## src/hdl/excl_stack_pkg.sv

```systemverilog
// Shared types and constants for the exclusive, ordered and stack access unit.
// Assumes a single core clock and a memory system that holds the global exclusive monitor.
package excl_stack_pkg;

  // ****************************************************************
  // Constants
  // ****************************************************************
  localparam logic [3:0] LINK_IDX = 4'hE;
  localparam logic [3:0] PC_IDX = 4'hF;
  localparam logic [31:0] WORD_BYTES = 32'h0000_0004;
  localparam logic [31:0] STATUS_OK = 32'h0000_0000;
  localparam logic [31:0] STATUS_FAIL = 32'h0000_0001;
  // Single-cycle I/O port window, value arbitrary.
  localparam logic [31:0] IO_PORT_BASE = 32'hF000_0000;
  localparam logic [31:0] IO_PORT_MASK = 32'hFF00_0000;
  // Top byte of a loaded program counter that marks an exception return.
  localparam logic [7:0] EXC_RETURN_TOP = 8'hFF;
  localparam logic [15:0] LIST_NONE = 16'h0000;
  localparam logic [15:0] LIST_ONE = 16'h0001;
  localparam logic [21:0] OFFSET_PAD = 22'h00_0000;
  localparam logic [3:0] FLAGS_RESET = 4'h0;
  localparam logic [31:0] WORD_RESET = 32'h0000_0000;

  // ****************************************************************
  // Types
  // ****************************************************************
  typedef enum logic [2:0] {
    OP_LOAD_EXCL, OP_STORE_EXCL, OP_LOAD_ACQ, OP_STORE_REL,
    OP_LOAD_ACQ_EXCL, OP_STORE_REL_EXCL, OP_PUSH, OP_POP
  } op_type;

  typedef enum logic [1:0] {SIZE_BYTE, SIZE_HALF, SIZE_WORD} size_type;

  typedef struct packed {
    op_type op;
    size_type size;
    logic [3:0] transfer_reg;
    logic [3:0] status_reg;
    logic [31:0] base;
    logic [9:0] offset;
    logic [15:0] reg_list;
    logic shareable;
  } cmd_type;

  typedef struct packed {
    logic valid;
    logic write;
    logic excl;
    logic acquire;
    logic release_;
    logic shared;
    size_type size;
    logic [31:0] addr;
    logic [31:0] wdata;
  } mem_req_type;

  typedef struct packed {
    logic valid;
    logic [3:0] idx;
    logic [31:0] data;
  } wb_type;

endpackage

```

## src/hdl/excl_stack_unit.sv

```systemverilog
// Execution unit for exclusive, acquire/release and push/pop accesses.
// Assumes one outstanding memory access, with mem_ack meaning the access is observed by all,
// and mem_quiet meaning every earlier access of the core is observed.
`timescale 1ns/10ps

// Function
// - These operations leave the condition flags untouched.
// - Load-acquire is observed before any later load or store.
// - Store-release waits until all earlier loads and stores are observed.
// - Store-release then load-acquire are observed in program order.
// - Store-release writes are multi-copy atomic towards every observer.
// - Misaligned acquire or release access raises an alignment fault.
// - Shareable acquire-exclusive load marks the address in the global monitor.
// - Acquire-exclusive load sets the local monitor active.
// - Acquire-exclusive load carries acquire ordering.
// - Release-exclusive store writes 0 on success, 1 on failure.
// - Release-exclusive store carries release ordering.
// - Push stores highest word at stack pointer minus four; pointer ends lowest.
// - Pop reads upward from stack pointer; pointer ends above highest word.
// - Lowest register number takes lowest address in push and pop.
// - Pop of program counter branches; loaded bit zero sets thumb bit.
// - Pop of program counter is exception or function return by value.
// - Acquire and release instructions need no matching partner.
// - Local monitor keeps no address or size, so mismatches still complete.
// - Exclusive access to the I/O port raises the severe fault.
module excl_stack_unit
  import excl_stack_pkg::*;
(
  input wire logic clk, // Core clock.
  input wire logic rst, // Asynchronous reset, active high.
  input wire logic cmd_valid, // A decoded instruction is offered.
  input cmd_type cmd, // The decoded instruction.
  output logic cmd_ready, // Unit can take an instruction.
  output logic [3:0] rd_idx, // Register file read index.
  input wire logic [31:0] rd_data, // Register file read data for rd_idx.
  output mem_req_type mem_out, // Memory access request, held until acknowledged.
  input wire logic mem_ack, // Memory access observed by all.
  input wire logic [31:0] mem_rdata, // Load data, valid with mem_ack.
  input wire logic mem_excl_fail, // Exclusive store not performed, valid with mem_ack.
  input wire logic mem_quiet, // All earlier accesses are observed.
  output wb_type wb, // Register write back pulse.
  output wb_type sp_wb, // Stack pointer write back pulse.
  output logic branch_valid, // Branch after a pop of the program counter.
  output logic [31:0] branch_target, // Branch destination.
  output logic exc_return, // Branch is an exception return.
  output logic thumb, // Thumb state bit of the status word.
  output logic align_fault, // Alignment fault pulse.
  output logic severe_fault, // Severe fault pulse.
  output logic monitor_active, // Local exclusive monitor state.
  input wire logic flags_load, // Other units update the condition flags.
  input wire logic [3:0] flags_in, // New condition flags.
  output logic [3:0] nzcv // Condition flags of the status word.
);

  // ****************************************************************
  // Helper functions
  // ****************************************************************
  function automatic logic [31:0] word_span(input logic [15:0] list);
    logic [31:0] s;
    s = WORD_RESET;
    for (int i = 0; i < 16; i++)
    begin
      if (list[i])
        s = s + WORD_BYTES;
    end
    return s;
  endfunction

  // Lowest set register keeps the ascending register-to-address order.
  function automatic logic [3:0] lowest(input logic [15:0] list);
    logic [3:0] idx;
    idx = 4'h0;
    for (int i = 15; i >= 0; i--)
    begin
      if (list[i])
        idx = 4'(i);
    end
    return idx;
  endfunction

  function automatic logic misaligned(input logic [31:0] a, input size_type s);
    return (s == SIZE_WORD) ? (a[1:0] != 2'h0) : ((s == SIZE_HALF) ? a[0] : 1'b0);
  endfunction

  function automatic logic is_excl(input op_type o);
    return o inside {OP_LOAD_EXCL, OP_STORE_EXCL, OP_LOAD_ACQ_EXCL, OP_STORE_REL_EXCL};
  endfunction

  function automatic logic is_acq(input op_type o);
    return o inside {OP_LOAD_ACQ, OP_LOAD_ACQ_EXCL};
  endfunction

  function automatic logic is_rel(input op_type o);
    return o inside {OP_STORE_REL, OP_STORE_REL_EXCL};
  endfunction

  function automatic logic [31:0] extend(input logic [31:0] d, input size_type s);
    return (s == SIZE_BYTE) ? {24'h00_0000, d[7:0]} : ((s == SIZE_HALF) ? {16'h0000, d[15:0]} : d);
  endfunction

  // ****************************************************************
  // State
  // ****************************************************************
  typedef enum logic [1:0] {ST_IDLE, ST_PREP, ST_WAIT} state_type;

  state_type state, next_state;
  cmd_type cmd_q, next_cmd_q;
  logic [31:0] addr, next_addr;
  logic [15:0] remain, next_remain;
  logic next_cmd_ready;
  logic [3:0] next_rd_idx;
  mem_req_type next_mem_out;
  wb_type next_wb, next_sp_wb;
  logic next_branch_valid, next_exc_return, next_thumb;
  logic [31:0] next_branch_target;
  logic next_align_fault, next_severe_fault, next_monitor_active;
  logic [3:0] next_nzcv;

  // Next-state logic; one access at a time gives acquire ordering, and a release also waits for mem_quiet.
  always_comb
  begin
    logic [31:0] ea;
    logic [3:0] cur;
    logic [15:0] rest;
    logic done;
    ea = cmd.base + {OFFSET_PAD, cmd.offset};
    cur = lowest(remain);
    rest = remain & ~(LIST_ONE << cur);
    done = 1'b0;
    next_state = state;
    next_cmd_q = cmd_q;
    next_addr = addr;
    next_remain = remain;
    next_cmd_ready = cmd_ready;
    next_rd_idx = rd_idx;
    next_mem_out = mem_out;
    next_wb = wb;
    next_wb.valid = 1'b0;
    next_sp_wb = sp_wb;
    next_sp_wb.valid = 1'b0;
    next_branch_valid = 1'b0;
    next_branch_target = branch_target;
    next_exc_return = exc_return;
    next_thumb = thumb;
    next_align_fault = 1'b0;
    next_severe_fault = 1'b0;
    next_monitor_active = monitor_active;
    next_nzcv = nzcv;
    // Only other units move the flags, and only while this unit is idle.
    if (state == ST_IDLE && flags_load)
      next_nzcv = flags_in;
    unique case (state)
      ST_IDLE:
      begin
        // Ready comes up on the first edge after reset and stays up between commands.
        next_cmd_ready = 1'b1;
        if (cmd_valid && cmd_ready)
        begin
          next_cmd_q = cmd;
          if (is_excl(cmd.op) && ((ea & IO_PORT_MASK) == IO_PORT_BASE))
            next_severe_fault = 1'b1;
          else if ((is_acq(cmd.op) || is_rel(cmd.op) || is_excl(cmd.op)) && cmd.op inside
                   {OP_LOAD_ACQ, OP_STORE_REL, OP_LOAD_ACQ_EXCL, OP_STORE_REL_EXCL} && misaligned(ea, cmd.size))
            next_align_fault = 1'b1;
          else if (cmd.op inside {OP_STORE_EXCL, OP_STORE_REL_EXCL} && !monitor_active)
          begin
            // No exclusive held: the store is not attempted and reports failure.
            next_wb = '{valid: 1'b1, idx: cmd.status_reg, data: STATUS_FAIL};
            next_monitor_active = 1'b0;
          end
          else
          begin
            next_cmd_ready = 1'b0;
            next_state = ST_PREP;
            next_remain = cmd.reg_list;
            next_rd_idx = cmd.transfer_reg;
            next_addr = ea;
            if (cmd.op == OP_PUSH)
            begin
              next_addr = cmd.base - word_span(cmd.reg_list);
              next_rd_idx = lowest(cmd.reg_list);
            end
            else if (cmd.op == OP_POP)
              next_addr = cmd.base;
          end
        end
      end
      ST_PREP:
      begin
        // A release waits for every earlier access to be observed; acquire and release
        // stand alone, nothing looks for a partner.
        if (!is_rel(cmd_q.op) || mem_quiet)
        begin
          next_mem_out.valid = 1'b1;
          next_mem_out.write = cmd_q.op inside {OP_STORE_EXCL, OP_STORE_REL, OP_STORE_REL_EXCL, OP_PUSH};
          next_mem_out.excl = is_excl(cmd_q.op);
          next_mem_out.acquire = is_acq(cmd_q.op);
          next_mem_out.release_ = is_rel(cmd_q.op);
          next_mem_out.shared = cmd_q.shareable;
          next_mem_out.size = (cmd_q.op inside {OP_PUSH, OP_POP}) ? SIZE_WORD : cmd_q.size;
          next_mem_out.addr = addr;
          next_mem_out.wdata = rd_data;
          next_state = ST_WAIT;
        end
      end
      ST_WAIT:
      begin
        // Completion waits for the ack, so a release is seen before a following acquire.
        if (mem_ack)
        begin
          next_mem_out.valid = 1'b0;
          unique case (cmd_q.op)
            OP_LOAD_EXCL, OP_LOAD_ACQ_EXCL:
            begin
              next_wb = '{valid: 1'b1, idx: cmd_q.transfer_reg, data: extend(mem_rdata, cmd_q.size)};
              next_monitor_active = 1'b1;
              done = 1'b1;
            end
            OP_LOAD_ACQ:
            begin
              next_wb = '{valid: 1'b1, idx: cmd_q.transfer_reg, data: extend(mem_rdata, cmd_q.size)};
              done = 1'b1;
            end
            OP_STORE_REL:
              done = 1'b1;
            OP_STORE_EXCL, OP_STORE_REL_EXCL:
            begin
              next_wb = '{valid: 1'b1, idx: cmd_q.status_reg,
                          data: mem_excl_fail ? STATUS_FAIL : STATUS_OK};
              next_monitor_active = 1'b0;
              done = 1'b1;
            end
            OP_PUSH, OP_POP:
            begin
              if (cmd_q.op == OP_POP && cur == PC_IDX)
              begin
                // Branch lands in the same cycle as the final stack pointer update.
                next_branch_valid = 1'b1;
                next_branch_target = mem_rdata;
                next_thumb = mem_rdata[0];
                next_exc_return = (mem_rdata[31:24] == EXC_RETURN_TOP);
              end
              else if (cmd_q.op == OP_POP)
                next_wb = '{valid: 1'b1, idx: cur, data: mem_rdata};
              next_remain = rest;
              next_addr = addr + WORD_BYTES;
              next_rd_idx = lowest(rest);
              if (rest == LIST_NONE)
              begin
                next_sp_wb = '{valid: 1'b1, idx: cmd_q.transfer_reg,
                               data: (cmd_q.op == OP_PUSH) ? cmd_q.base - word_span(cmd_q.reg_list)
                                                           : addr + WORD_BYTES};
                done = 1'b1;
              end
              else
                next_state = ST_PREP;
            end
          endcase
        end
      end
    endcase
    if (done)
    begin
      next_state = ST_IDLE;
      next_cmd_ready = 1'b1;
    end
  end

  // Registers only; every output of the unit comes from here.
  always_ff @(posedge clk or posedge rst)
  begin
    if (rst)
    begin
      state <= ST_IDLE;
      cmd_q <= '0;
      addr <= WORD_RESET;
      remain <= LIST_NONE;
      cmd_ready <= 1'b0;
      rd_idx <= 4'h0;
      mem_out <= '0;
      wb <= '0;
      sp_wb <= '0;
      branch_valid <= 1'b0;
      branch_target <= WORD_RESET;
      exc_return <= 1'b0;
      thumb <= 1'b1;
      align_fault <= 1'b0;
      severe_fault <= 1'b0;
      monitor_active <= 1'b0;
      nzcv <= FLAGS_RESET;
    end
    else
    begin
      state <= next_state;
      cmd_q <= next_cmd_q;
      addr <= next_addr;
      remain <= next_remain;
      cmd_ready <= next_cmd_ready;
      rd_idx <= next_rd_idx;
      mem_out <= next_mem_out;
      wb <= next_wb;
      sp_wb <= next_sp_wb;
      branch_valid <= next_branch_valid;
      branch_target <= next_branch_target;
      exc_return <= next_exc_return;
      thumb <= next_thumb;
      align_fault <= next_align_fault;
      severe_fault <= next_severe_fault;
      monitor_active <= next_monitor_active;
      nzcv <= next_nzcv;
    end
  end

  // ****************************************************************
  // Assertions
  // ****************************************************************
  property p_flags_hold;
    @(posedge clk) disable iff (rst) (state != ST_IDLE) |=> $stable(nzcv);
  endproperty
  a_flags_hold: assert property (p_flags_hold) else $error("Flags changed during an access.");

  property p_release_quiet;
    @(posedge clk) disable iff (rst) $rose(mem_out.valid) && mem_out.release_ |-> $past(mem_quiet);
  endproperty
  a_release_quiet: assert property (p_release_quiet) else $error("Release issued before quiet.");

  property p_acquire_hold;
    @(posedge clk) disable iff (rst) mem_out.valid && mem_out.acquire && !mem_ack
      |=> mem_out.valid && mem_out.acquire && $stable(mem_out.addr);
  endproperty
  a_acquire_hold: assert property (p_acquire_hold) else $error("Acquire dropped before ack.");

  property p_align;
    @(posedge clk) disable iff (rst) cmd_valid && cmd_ready && !is_excl(cmd.op) && (is_acq(cmd.op) || is_rel(cmd.op))
      && misaligned(cmd.base + {OFFSET_PAD, cmd.offset}, cmd.size) |=> align_fault && !mem_out.valid && cmd_ready;
  endproperty
  a_align: assert property (p_align) else $error("Misaligned access not faulted.");

  property p_monitor_set;
    @(posedge clk) disable iff (rst) state == ST_WAIT && mem_ack && cmd_q.op == OP_LOAD_ACQ_EXCL
      |=> monitor_active && wb.valid;
  endproperty
  a_monitor_set: assert property (p_monitor_set) else $error("Monitor not set by exclusive load.");

  property p_status_value;
    @(posedge clk) disable iff (rst) state == ST_WAIT && mem_ack && cmd_q.op == OP_STORE_REL_EXCL
      |=> wb.valid && wb.data == ($past(mem_excl_fail) ? STATUS_FAIL : STATUS_OK);
  endproperty
  a_status_value: assert property (p_status_value) else $error("Wrong exclusive store status.");

  property p_monitor_open;
    @(posedge clk) disable iff (rst) wb.valid && cmd_q.op inside {OP_STORE_EXCL, OP_STORE_REL_EXCL}
      && wb.idx == cmd_q.status_reg |-> !monitor_active;
  endproperty
  a_monitor_open: assert property (p_monitor_open) else $error("Monitor left active after store.");

  property p_push_top;
    @(posedge clk) disable iff (rst) sp_wb.valid && cmd_q.op == OP_PUSH
      |-> $past(mem_out.addr) == cmd_q.base - WORD_BYTES && sp_wb.data <= $past(mem_out.addr);
  endproperty
  a_push_top: assert property (p_push_top) else $error("Push top address wrong.");

  property p_pop_sp;
    @(posedge clk) disable iff (rst) sp_wb.valid && cmd_q.op == OP_POP
      |-> sp_wb.data == $past(mem_out.addr) + WORD_BYTES;
  endproperty
  a_pop_sp: assert property (p_pop_sp) else $error("Pop stack pointer wrong.");

  property p_branch_thumb;
    @(posedge clk) disable iff (rst) branch_valid |-> thumb == branch_target[0] && sp_wb.valid;
  endproperty
  a_branch_thumb: assert property (p_branch_thumb) else $error("Thumb bit not from target.");

  property p_io_fault;
    @(posedge clk) disable iff (rst) cmd_valid && cmd_ready && is_excl(cmd.op)
      && (((cmd.base + {OFFSET_PAD, cmd.offset}) & IO_PORT_MASK) == IO_PORT_BASE)
      |=> severe_fault ##1 !mem_out.valid;
  endproperty
  a_io_fault: assert property (p_io_fault) else $error("I/O port exclusive not faulted.");

endmodule // excl_stack_unit

```

## config.mk

```make
export PLATFORM = sky130hd
export DESIGN_NAME = excl_stack_unit
export DESIGN_NICKNAME = d
export VERILOG_FILES = /design/src/hdl/excl_stack_pkg.sv /design/src/hdl/excl_stack_unit.sv
export SDC_FILE = /design/constraint.sdc
export NUM_CORES = 1
export LEC_CHECK = 0
export BUFFER_PORTS_ARGS = -buffer_cell sky130_fd_sc_hd__buf_2
export CORE_UTILIZATION = 50
export CTS_CLUSTER_SIZE = 40
export DETAILED_ROUTE_END_ITERATION = 8
export GPL_TIMING_DRIVEN = 0
export PLACE_DENSITY_LB_ADDON = 0.05
export RECOVER_POWER = 50
export SKIP_LAST_GASP = 1
export SLEW_MARGIN = 20
export SYNTH_ARGS = -nofsm -noshare
export SYNTH_HDL_FRONTEND = slang
export SYNTH_SLANG_ARGS = --single-unit
```

## constraint.sdc

```tcl
create_clock -name clk -period 10.6 [get_ports clk]
set_input_delay 1.06 -clock clk [delete_from_list [all_inputs] [get_ports clk]]
set_output_delay 1.06 -clock clk [all_outputs]
set_load 0.02 [all_outputs]
```

==> impl_metrics.py, run 1 <==
metrics = {
    "status": {
        "status": "finished, violations left",
        "failed_checks": "capacitance limit, slew limit",
    },
    "layout": {
        "area_growth_pct": 26.3,
        "nets": 3062,
        "drive_above_1_share_pct": 23.5,
        "fillCellCount": 3528,
        "fin_cells": 3392,
    },
    "sta": {
        "finalSetupViolCount": 0,
        "final_max_slew_viol_count": 312,
        "fmax_mhz": 95.1,
        "rsz0062_at_grt": "true",
        "maxSlewHeadroom_pct": -161,
        "period_needed_ns": 10.51,
        "hold_viol_final": 0,
        "fin_skew_ns": 0.0205,
        "worst_pin_slew_ns": 3.91,
        "fin_crit_sh_pct": 99.2,
        "fin_ws_ns": 0.0850,
    },
    "clocking": {
        "path_clk_slew_ns": 0.06,
        "cts_hold_buffers": 0,
        "cts_buffer_depth": 3,
        "ctsRootBufferMaster": "clkbuf_16",
        "clock_sinks": 305,
        "cts_buffers": 37,
        "cts_tree": "built",
        "clock_latency_ns": 0.56,
        "h-tree-depth": 2,
    },
    "floorplan": {
        "die_w_um": 204,
        "coreArea_um2": 39900,
        "die_h_um": 204,
        "io_pins": 340,
        "die_area_um2": 41500,
        "rows": 73,
        "initial_core_util_pct": 50.9,
    },
    "placement": {
        "hpwl_mm": 53.0,
        "io_buffers": 326,
        "dp.cells": 3234,
        "place_ws_ns": -2.10,
        "place.gp.congestion": 0.963,
    },
    "synthesis": {
        "syn-cell-area_um2": 20300,
        "synth_area_leader_cell": "dfrtp_1",
        "synth_top_cell_area_share_pct": 37.4,
        "synth.ff_latch_count": 305,
        "synth_top_flop_cell": "dfrtp_1",
        "yosys-top-cells-count": "522 x nand2_1, 304 x dfrtp_1, 155 x nor2_1, 144 x o21ai_0, 113 x clkbuf_1",
        "synthArstFlopShare_pct": 100,
        "ys_warn_count": 0,
        "avgSynthCellArea_um2": 8.60,
        "synth_cell_type_count": 100,
        "yosysSeqAreaShare_pct": 37.6,
        "synth.most_common_cell": "nand2_1",
        "synth_edf_count": 0,
        "synth_area_leaders": "dfrtp_1 37%, nand2_1 9.6%, ha_1 4.6%, xnor2_1 4.2%, mux2_2 4.0%",
        "synthCells": 2363,
    },
    "grt": {
        "grt_usage_pct": 33.7,
        "grt_overflow": 0,
        "grt_pass1_wl_mm": 108,
        "grt_pass1_vias": 18900,
        "antenna_found_initial": 6,
        "grt_max_degree": 101,
    },
    "critical_path": {
        "arrival_ns": 10.96,
        "criticalPathCategory": "input pin to flip-flop",
        "cp.required_ns": 11.04,
        "r2r-end": "sp_wb[22]",
        "slowest_delay_ns": 0.51,
        "slowest_stage": "o41a_1",
        "startpoint": "cmd[1]",
        "startpoint_type": "input pin",
        "path_common_cell": "ha_1",
        "worstPathMaxFanout": 6,
        "critPathTopFamily": "adder cells",
        "endpoint": "addr[31]",
        "cp-end-kind": "flip-flop",
        "reg2reg_depth": 56,
        "cp_num_buf_inv": 4,
        "cp.depth": 54,
        "rrSetupSlack_ns": 0.33,
        "worstReg2RegStart": "cmd_q[1]",
    },
    "run": {
        "drv_cap": 4,
    },
    "drt": {
        "wl_per_cell_um": 21.1,
        "via_per_inst": 5.79,
        "final_antenna_net_count": 0,
        "drc": 0,
        "wl_mm": 71.6,
        "drtIter0Drc": 1622,
        "first_pass_iters": 6,
        "routed-via-count": 19700,
    },
    "min_path": {
        "hold_class": "flip-flop to flip-flop",
    },
}
how the worst min path moves through the flow:
stage | slack (ns) | cells after the start | start | endpoint
6_report | 0.46 | 2 | thumb | thumb
3_5_place_dp | 0.45 | 2 | thumb | thumb
5_1_grt | 0.49 | 2 | cmd_q[0] | mem_out[66]
2_1_floorplan | 0.43 | 2 | cmd_q[0] | mem_out[66]
3_3_place_gp | 0.45 | 2 | cmd_q[0] | mem_out[66]
4_1_cts | 0.46 | 2 | thumb | thumb
worst min-delay path, cell delays in order, from the launching register on:
cell and delay, ns:
dfstp_2 0.37, nand2_1 0.05, nand2_1 0.04
repair_timing:
item | 4_1_cts | 5_1_grt
endpoints found under the setup margin | 45 | 42
buffers inserted | 59 | 34
pin swaps | 63 | 113
gates resized for setup | 113 | 94
layer usage:
metal | vias up | wire length, um | part of all wire (%) | global-route usage (%)
met2 | 735 | 34800 | 49 | 56.5
met5 | - | 0 | 0 | 0
met3 | 161 | 4390 | 6.1 | 5.58
met4 | 0 | 3210 | 4.5 | 15.7
met1 | 9556 | 29200 | 41 | 42.4
li1 | 9200 | - | - | -
flip-flops by register name, summed over array words and instances (netlist names):
signal          flops
mem_out            72
cmd_q              62
sp_wb              37
wb                 37
addr               32
branch_target      32
remain             16
nzcv                4
rd_idx              4
state               2
align_fault         1
branch_valid        1
cmd_ready           1
exc_return          1
monitor_active      1
severe_fault        1
thumb               1
layout by cell type (no fill, tap or decap), types with 15 or more instances in the layout:
cell and instances:
nand3_1 57, nand4_1 15, dfrtp_1 304, buf_4 86, mux2i_1 19, a21oi_1 93
o21bai_1 15, nor2_1 151, a21oi_2 16, conb_1 18, nor4_1 19, ha_4 17
nor3_1 43, nand2_1 509, and2_1 17, mux2_2 67, o21ai_0 115, and3_1 32
ha_1 55, xnor2_1 91, clkbuf_16 37, inv_1 66, a21o_1 15, a211oi_1 19
clkbuf_1 202, nand2b_1 17, a31oi_1 19, a22o_1 45, o21ai_1 15, buf_2 245
xor2_1 46
cell families after synthesis:
family                     Yosys count  synth area share, %
AOI/OAI and AO/OA                  518                 17.0
other                                1               0.0184
DFF                                305                 37.6
xor gates and xnor gates           178                 9.50
muxes                               98                 5.39
adders and majority gates           79                 4.96
and+or+nand+nor                    974                 21.6
buffers and inverters              210                 4.01
per-stage QoR:
step           instance area, um^2  util (%)  setup TNS (ns)  hold WS, ns
2_1_floorplan                20600         -          -0.411        0.435
3_3_place_gp                 22900      57.3         -809.84        0.445
3_5_place_dp                 23000      57.5          -61.48        0.453
4_1_cts                      25100      63.0         -0.0755        0.463
5_1_grt                      25700      64.3           -3.88        0.486
6_report                     25700      64.3               0        0.461
cell type report:
cell class / count / area [um^2] / area share [%]
Tap cell: 525 / 657 / 2.56
Timing Repair Buffer: 421 / 2300 / 8.95
Multi-Input combinational cell: 1865 / 13000 / 50.8
Inverter: 75 / 303 / 1.18
Antenna cell: 6 / 15.0 / 0.0585
Buffer: 132 / 513 / 2.00
Clock inverter: 16 / 218 / 0.848
Sequential cell: 305 / 7630 / 29.7
Clock buffer: 47 / 1000 / 3.91
Power of run 1 is left out: the tool's default activity adds up to more than one toggle a clock period on the data nets, which glitch-free logic cannot reach.
==> inputs of run 2 (changes only) <==
- CORE_UTILIZATION: 50 -> 52
==> run 2 against run 1 <==
Flip-flop and latch count did not move. Sequential share of layout area is 0.11 points higher. Fmax fell by 0.48%. Register-to-register slack lost 0.10 ns. The flow still finishes with violations (capacitance limit, slew limit). Core utilization up 2.0 points. First-iteration DRC count down 21%. Critical path depth stayed put.
==> impl_metrics.py, run 2 (synthesized netlist as in run 1, its figures left out) <==
metrics = {
    "drt": {
        "first_pass_iters": 6,
        "drtIter0Drc": 1286,
        "drc": 0,
        "wl_mm": 71.9,
        "via_per_inst": 5.86,
        "final_antenna_net_count": 0,
        "routed-via-count": 19800,
        "wl_per_cell_um": 21.3,
    },
    "layout": {
        "top_register": "mem_out",
        "regArea_um2": 7630,
        "drive_above_1_share_pct": 23.1,
        "largest_register_ffs": 72,
        "fillCellCount": 3371,
        "fin_util_pct": 66.4,
        "top_regs": "mem_out x72, cmd_q x62",
        "area_growth_pct": 25.9,
        "multi_input_area_um2": 13000,
        "final_cell_mix": "512 x nand2_1, 304 x dfrtp_1, 243 x buf_2, 205 x clkbuf_1, 152 x nor2_1",
        "nets": 3057,
        "layout_commonest_cell": "nand2_1",
    },
    "critical_path": {
        "startpoint": "cmd[3]",
        "reg2reg_depth": 55,
        "worstReg2RegStart": "cmd_q[2]",
        "rrSetupSlack_ns": 0.23,
        "criticalPathCategory": "input pin to flip-flop",
        "startpoint_type": "input pin",
        "cp.depth": 54,
        "critPathTopFamily": "compound AO/OA/AOI/OAI gates",
        "endpoint": "addr[31]",
        "path_common_cell": "ha_1",
        "cp_num_buf_inv": 4,
        "r2r-end": "sp_wb[26]",
        "cp-end-kind": "flip-flop",
        "arrival_ns": 11.01,
        "worstPathMaxFanout": 5,
        "slowest_stage": "o41a_1",
        "slowest_delay_ns": 0.51,
        "cp.required_ns": 11.05,
    },
    "floorplan": {
        "die_h_um": 200,
        "rows": 72,
        "initial_core_util_pct": 52.7,
        "coreArea_um2": 38600,
        "die_w_um": 200,
        "io_pins": 340,
        "die_area_um2": 39900,
    },
    "status": {
        "failed_checks": "capacitance limit, slew limit",
        "status": "finished, violations left",
    },
    "sta": {
        "rsz0062_at_grt": "true",
        "holdWs_ns": 0.457,
        "hold_viol_final": 0,
        "fmax_mhz": 94.6,
        "final.setup.tns_ns": 0,
        "period_needed_ns": 10.57,
        "worst_pin_slew_ns": 5.48,
        "final_max_slew_viol_count": 280,
        "fin_crit_sh_pct": 99.7,
        "maxSlewHeadroom_pct": -265,
        "fin_skew_ns": 0.0123,
        "finalSetupViolCount": 0,
    },
    "run": {
        "drv_cap": 3,
    },
    "clocking": {
        "cts_buffers": 37,
        "cts_tree": "built",
        "ctsRootBufferMaster": "clkbuf_16",
        "h-tree-depth": 2,
        "clock_sinks": 305,
        "cts_buffer_depth": 3,
        "path_clk_slew_ns": 0.06,
        "cts_hold_buffers": 0,
        "clock_latency_ns": 0.56,
    },
    "placement": {
        "io_buffers": 326,
        "place.gp.congestion": 1.00,
        "hpwl_mm": 52.8,
    },
    "min_path": {
        "holdPathStages": 2,
        "hold_class": "flip-flop to flip-flop",
    },
    "grt": {
        "grt_usage_pct": 35.1,
        "antenna_found_initial": 3,
        "grt_pass1_wl_mm": 106,
        "grt_max_degree": 105,
        "grt_pass1_vias": 18900,
        "grt_overflow": 0,
    },
}
-- run 2: worst min path at each step --
| stage | start | endpoint | slack (ns) |
|---|---|---|---|
| CTS | rst | mem_out[11] | 0.45 |
| floorplan | cmd_q[0] | mem_out[66] | 0.43 |
| global placement | cmd_q[0] | mem_out[66] | 0.44 |
| global route | thumb | thumb | 0.49 |
| detailed placement | thumb | thumb | 0.45 |
| finish | thumb | thumb | 0.46 |
-- run 2: repair_timing --
item	CTS	global route
gates cloned	0	0
pin swaps	65	110
endpoints found under the setup margin	44	40
setup buffers	50	37
gates resized for setup	102	92
-- run 2: through the flow --
stage / std cells / worst slack [ns] / area [um^2]
finish: 3383 / 0.0346 / 25600
global route: 3380 / -0.300 / 25600
CTS: 3342 / -0.0342 / 25000
detailed placement: 3227 / -2.01 / 23000
global placement: 3224 / -2.38 / 22900
floorplan: 2380 / -0.134 / 20600
-- run 2: final cells by class --
cell class	count	area share, %
Timing Repair Buffer	415	8.79
Clock inverter	14	0.543
Buffer	133	2.05
Inverter	75	1.16
Sequential cell	305	29.8
Antenna cell	5	0.0489
Multi-Input combinational cell	1865	50.8
Tap cell	518	2.53
Clock buffer	53	4.29
-- run 2: routing by layer --
| metal | share of wire (%) | routed length, um | global-route usage [%] | vias up |
|---|---|---|---|---|
| met5 | 0 | 0 | 0 | - |
| met4 | 4.6 | 3320 | 16.0 | 0 |
| met3 | 6.3 | 4520 | 5.15 | 191 |
| met2 | 49 | 35300 | 60.0 | 772 |
| met1 | 40 | 28800 | 43.9 | 9654 |
| li1 | - | - | - | 9204 |
-- run 2: worst reg2reg max path, delay by kind of cell (launching register included) --
family	cells	cell delay, ns
fa+ha+maj	15	4.03
simple gates	12	1.47
compound gates	15	1.98
xor+xnor	2	0.40
mux	7	1.52
buf+inv	4	0.45
flops	1	0.40
Power of run 2 is left out for the same reason.
==> inputs of run 3 (changes only) <==
- CORE_MARGIN: default -> 2
- REMOVE_ABC_BUFFERS: default -> 1
- SETUP_SLACK_MARGIN: default -> 0.4
==> run 3 against run 2 <==
The flow still finishes with violations (capacitance limit, slew limit). Clock skew increased by 0.0048 ns. Register-to-register slack improved by 0.12 ns. Non-clock buffer count decreased by 92. First-iteration DRC count decreased by 11%. Highest routed layer is now met5.
==> impl_metrics.py, run 3 (synthesized netlist as in run 1, its figures left out) <==
metrics = {
    "status": {
        "status": "finished, violations left",
        "failed_checks": "capacitance limit, slew limit",
    },
    "layout": {
        "top_regs": "mem_out x72, cmd_q x62",
        "top_register": "mem_out",
        "area_growth_pct": 26.3,
        "final_cell_mix": "508 x nand2_1, 333 x buf_2, 304 x dfrtp_1, 147 x nor2_1, 104 x o21ai_0",
        "fillCellCount": 3228,
        "layout_commonest_cell": "nand2_1",
        "nets": 2965,
        "largest_register_ffs": 72,
        "drive_above_1_share_pct": 28.4,
    },
    "clocking": {
        "cts_hold_buffers": 0,
        "cts_buffer_depth": 3,
        "clock_sinks": 305,
        "clock_latency_ns": 0.56,
        "path_clk_slew_ns": 0.06,
        "h-tree-depth": 2,
        "cts_tree": "built",
        "ctsRootBufferMaster": "clkbuf_16",
        "cts_buffers": 37,
    },
    "sta": {
        "finalSetupViolCount": 0,
        "fmax_mhz": 95.4,
        "worst_pin_slew_ns": 4.63,
        "hold_viol_final": 0,
        "holdWs_ns": 0.465,
        "fin_skew_ns": 0.0171,
        "rsz0062_at_grt": "true",
        "final_max_slew_viol_count": 326,
        "period_needed_ns": 10.49,
        "fin_crit_sh_pct": 98.9,
        "maxSlewHeadroom_pct": -208,
    },
    "run": {
        "drv_cap": 5,
    },
    "drt": {
        "final_antenna_net_count": 0,
        "drtIter0Drc": 1144,
        "wl_per_cell_um": 18.9,
        "first_pass_iters": 5,
        "drc": 0,
        "via_per_inst": 5.76,
        "routed-via-count": 18900,
        "wl_mm": 62.2,
    },
    "min_path": {
        "holdPathStages": 2,
        "hold_class": "flip-flop to flip-flop",
    },
    "floorplan": {
        "coreArea_um2": 38600,
        "die_w_um": 202,
        "io_pins": 340,
        "rows": 72,
        "die_area_um2": 40700,
        "initial_core_util_pct": 52.6,
        "die_h_um": 202,
    },
    "critical_path": {
        "criticalPathCategory": "input pin to flip-flop",
        "slowest_delay_ns": 0.48,
        "path_common_cell": "ha_4",
        "critPathTopFamily": "adder cells",
        "slowest_stage": "a2111oi_4",
        "cp_num_buf_inv": 6,
        "startpoint_type": "input pin",
        "worstPathMaxFanout": 5,
        "rrSetupSlack_ns": 0.35,
        "cp-end-kind": "flip-flop",
        "cp.depth": 57,
        "cp.required_ns": 11.05,
        "reg2reg_depth": 56,
        "arrival_ns": 10.93,
    },
    "grt": {
        "grt_overflow": 0,
        "antenna_found_initial": 7,
        "grt_pass1_vias": 18100,
        "grt_pass1_wl_mm": 97.6,
        "grt_max_degree": 90,
        "grt_usage_pct": 29.7,
    },
    "placement": {
        "hpwl_mm": 44.1,
        "place.gp.congestion": 0.905,
        "io_buffers": 339,
    },
}
## run 3: cell types whose count changed in the layout (fill, tap and decap cells not counted), moves of 4 or more
cell,before,now
o21ai_1,14,26
buf_4,80,93
nor2_1,152,147
inv_6,0,5
clkbuf_1,205,18
o21ai_0,114,104
buf_16,0,7
nand2_4,3,8
buf_1,12,0
buf_12,2,6
nand2_1,512,508
buf_2,243,333
## run 3: final cells by class
type,count,area [um^2],share of cell area [%]
antenna,5,12.5,0.0487
clock buffer,57,1110,4.33
clock inverter,7,63.8,0.249
inverter,75,293,1.14
multi-input combinational,1865,13100,51.1
sequential,305,7630,29.7
tap,518,648,2.52
timing repair buffer,456,2800,10.9
## run 3: worst reg2reg max path, delay by kind of cell, from the launching register on
kind                       cells  cell delay (ns)
AOI/OAI and AO/OA             14             1.96
xor gates and xnor gates       5             0.88
and+or+nand+nor               13             1.37
buffers and inverters          6             0.77
adders and majority gates     13             3.55
DFF                            1             0.40
muxes                          5             1.19
## run 3: what timing repair did
action | 4_1_cts | 5_1_grt
resized for setup | 142 | 121
setup endpoints to repair | 53 | 42
setup buffers | 58 | 33
pin swaps | 74 | 110
## run 3: worst paths after layout
path	end	from
min reg2reg	mem_out[32]	mem_out[32]
min	mem_out[32]	mem_out[32]
min in group asynchronous	sp_wb[19]	rst
max	addr[16]	cmd[2]
max reg2reg	sp_wb[18]	cmd_q[1]
max in group asynchronous	cmd_q[3]	rst
## run 3: per-layer routing
| metal | wire, um | part of all wire [%] | GRT usage [%] | vias up |
|---|---|---|---|---|
| met5 | 38 | 0.061 | 0 | - |
| met4 | 1960 | 3.2 | 9.72 | 6 |
| met3 | 3710 | 6.0 | 5.33 | 124 |
| met2 | 29900 | 48 | 49.9 | 567 |
| met1 | 26600 | 43 | 38.9 | 9226 |
| li1 | - | - | - | 9020 |
## run 3: stage by stage
| stage | utilization, % | setup slack (ns) | setup TNS (ns) | cell area (um^2) | instances |
|---|---|---|---|---|---|
| after floorplan | - | -1.22 | -22.76 | 19900 | 2245 |
| after global placement | 57.4 | -2.77 | -851.50 | 22200 | 3102 |
| after detailed placement | 59.0 | -2.87 | -83.49 | 22800 | 3128 |
| after CTS | 64.9 | 0.394 | 0 | 25100 | 3250 |
| after global routing | 66.4 | -0.256 | -1.94 | 25700 | 3287 |
| final | 66.4 | 0.113 | 0 | 25700 | 3288 |
Power of run 3 is left out for the same reason.
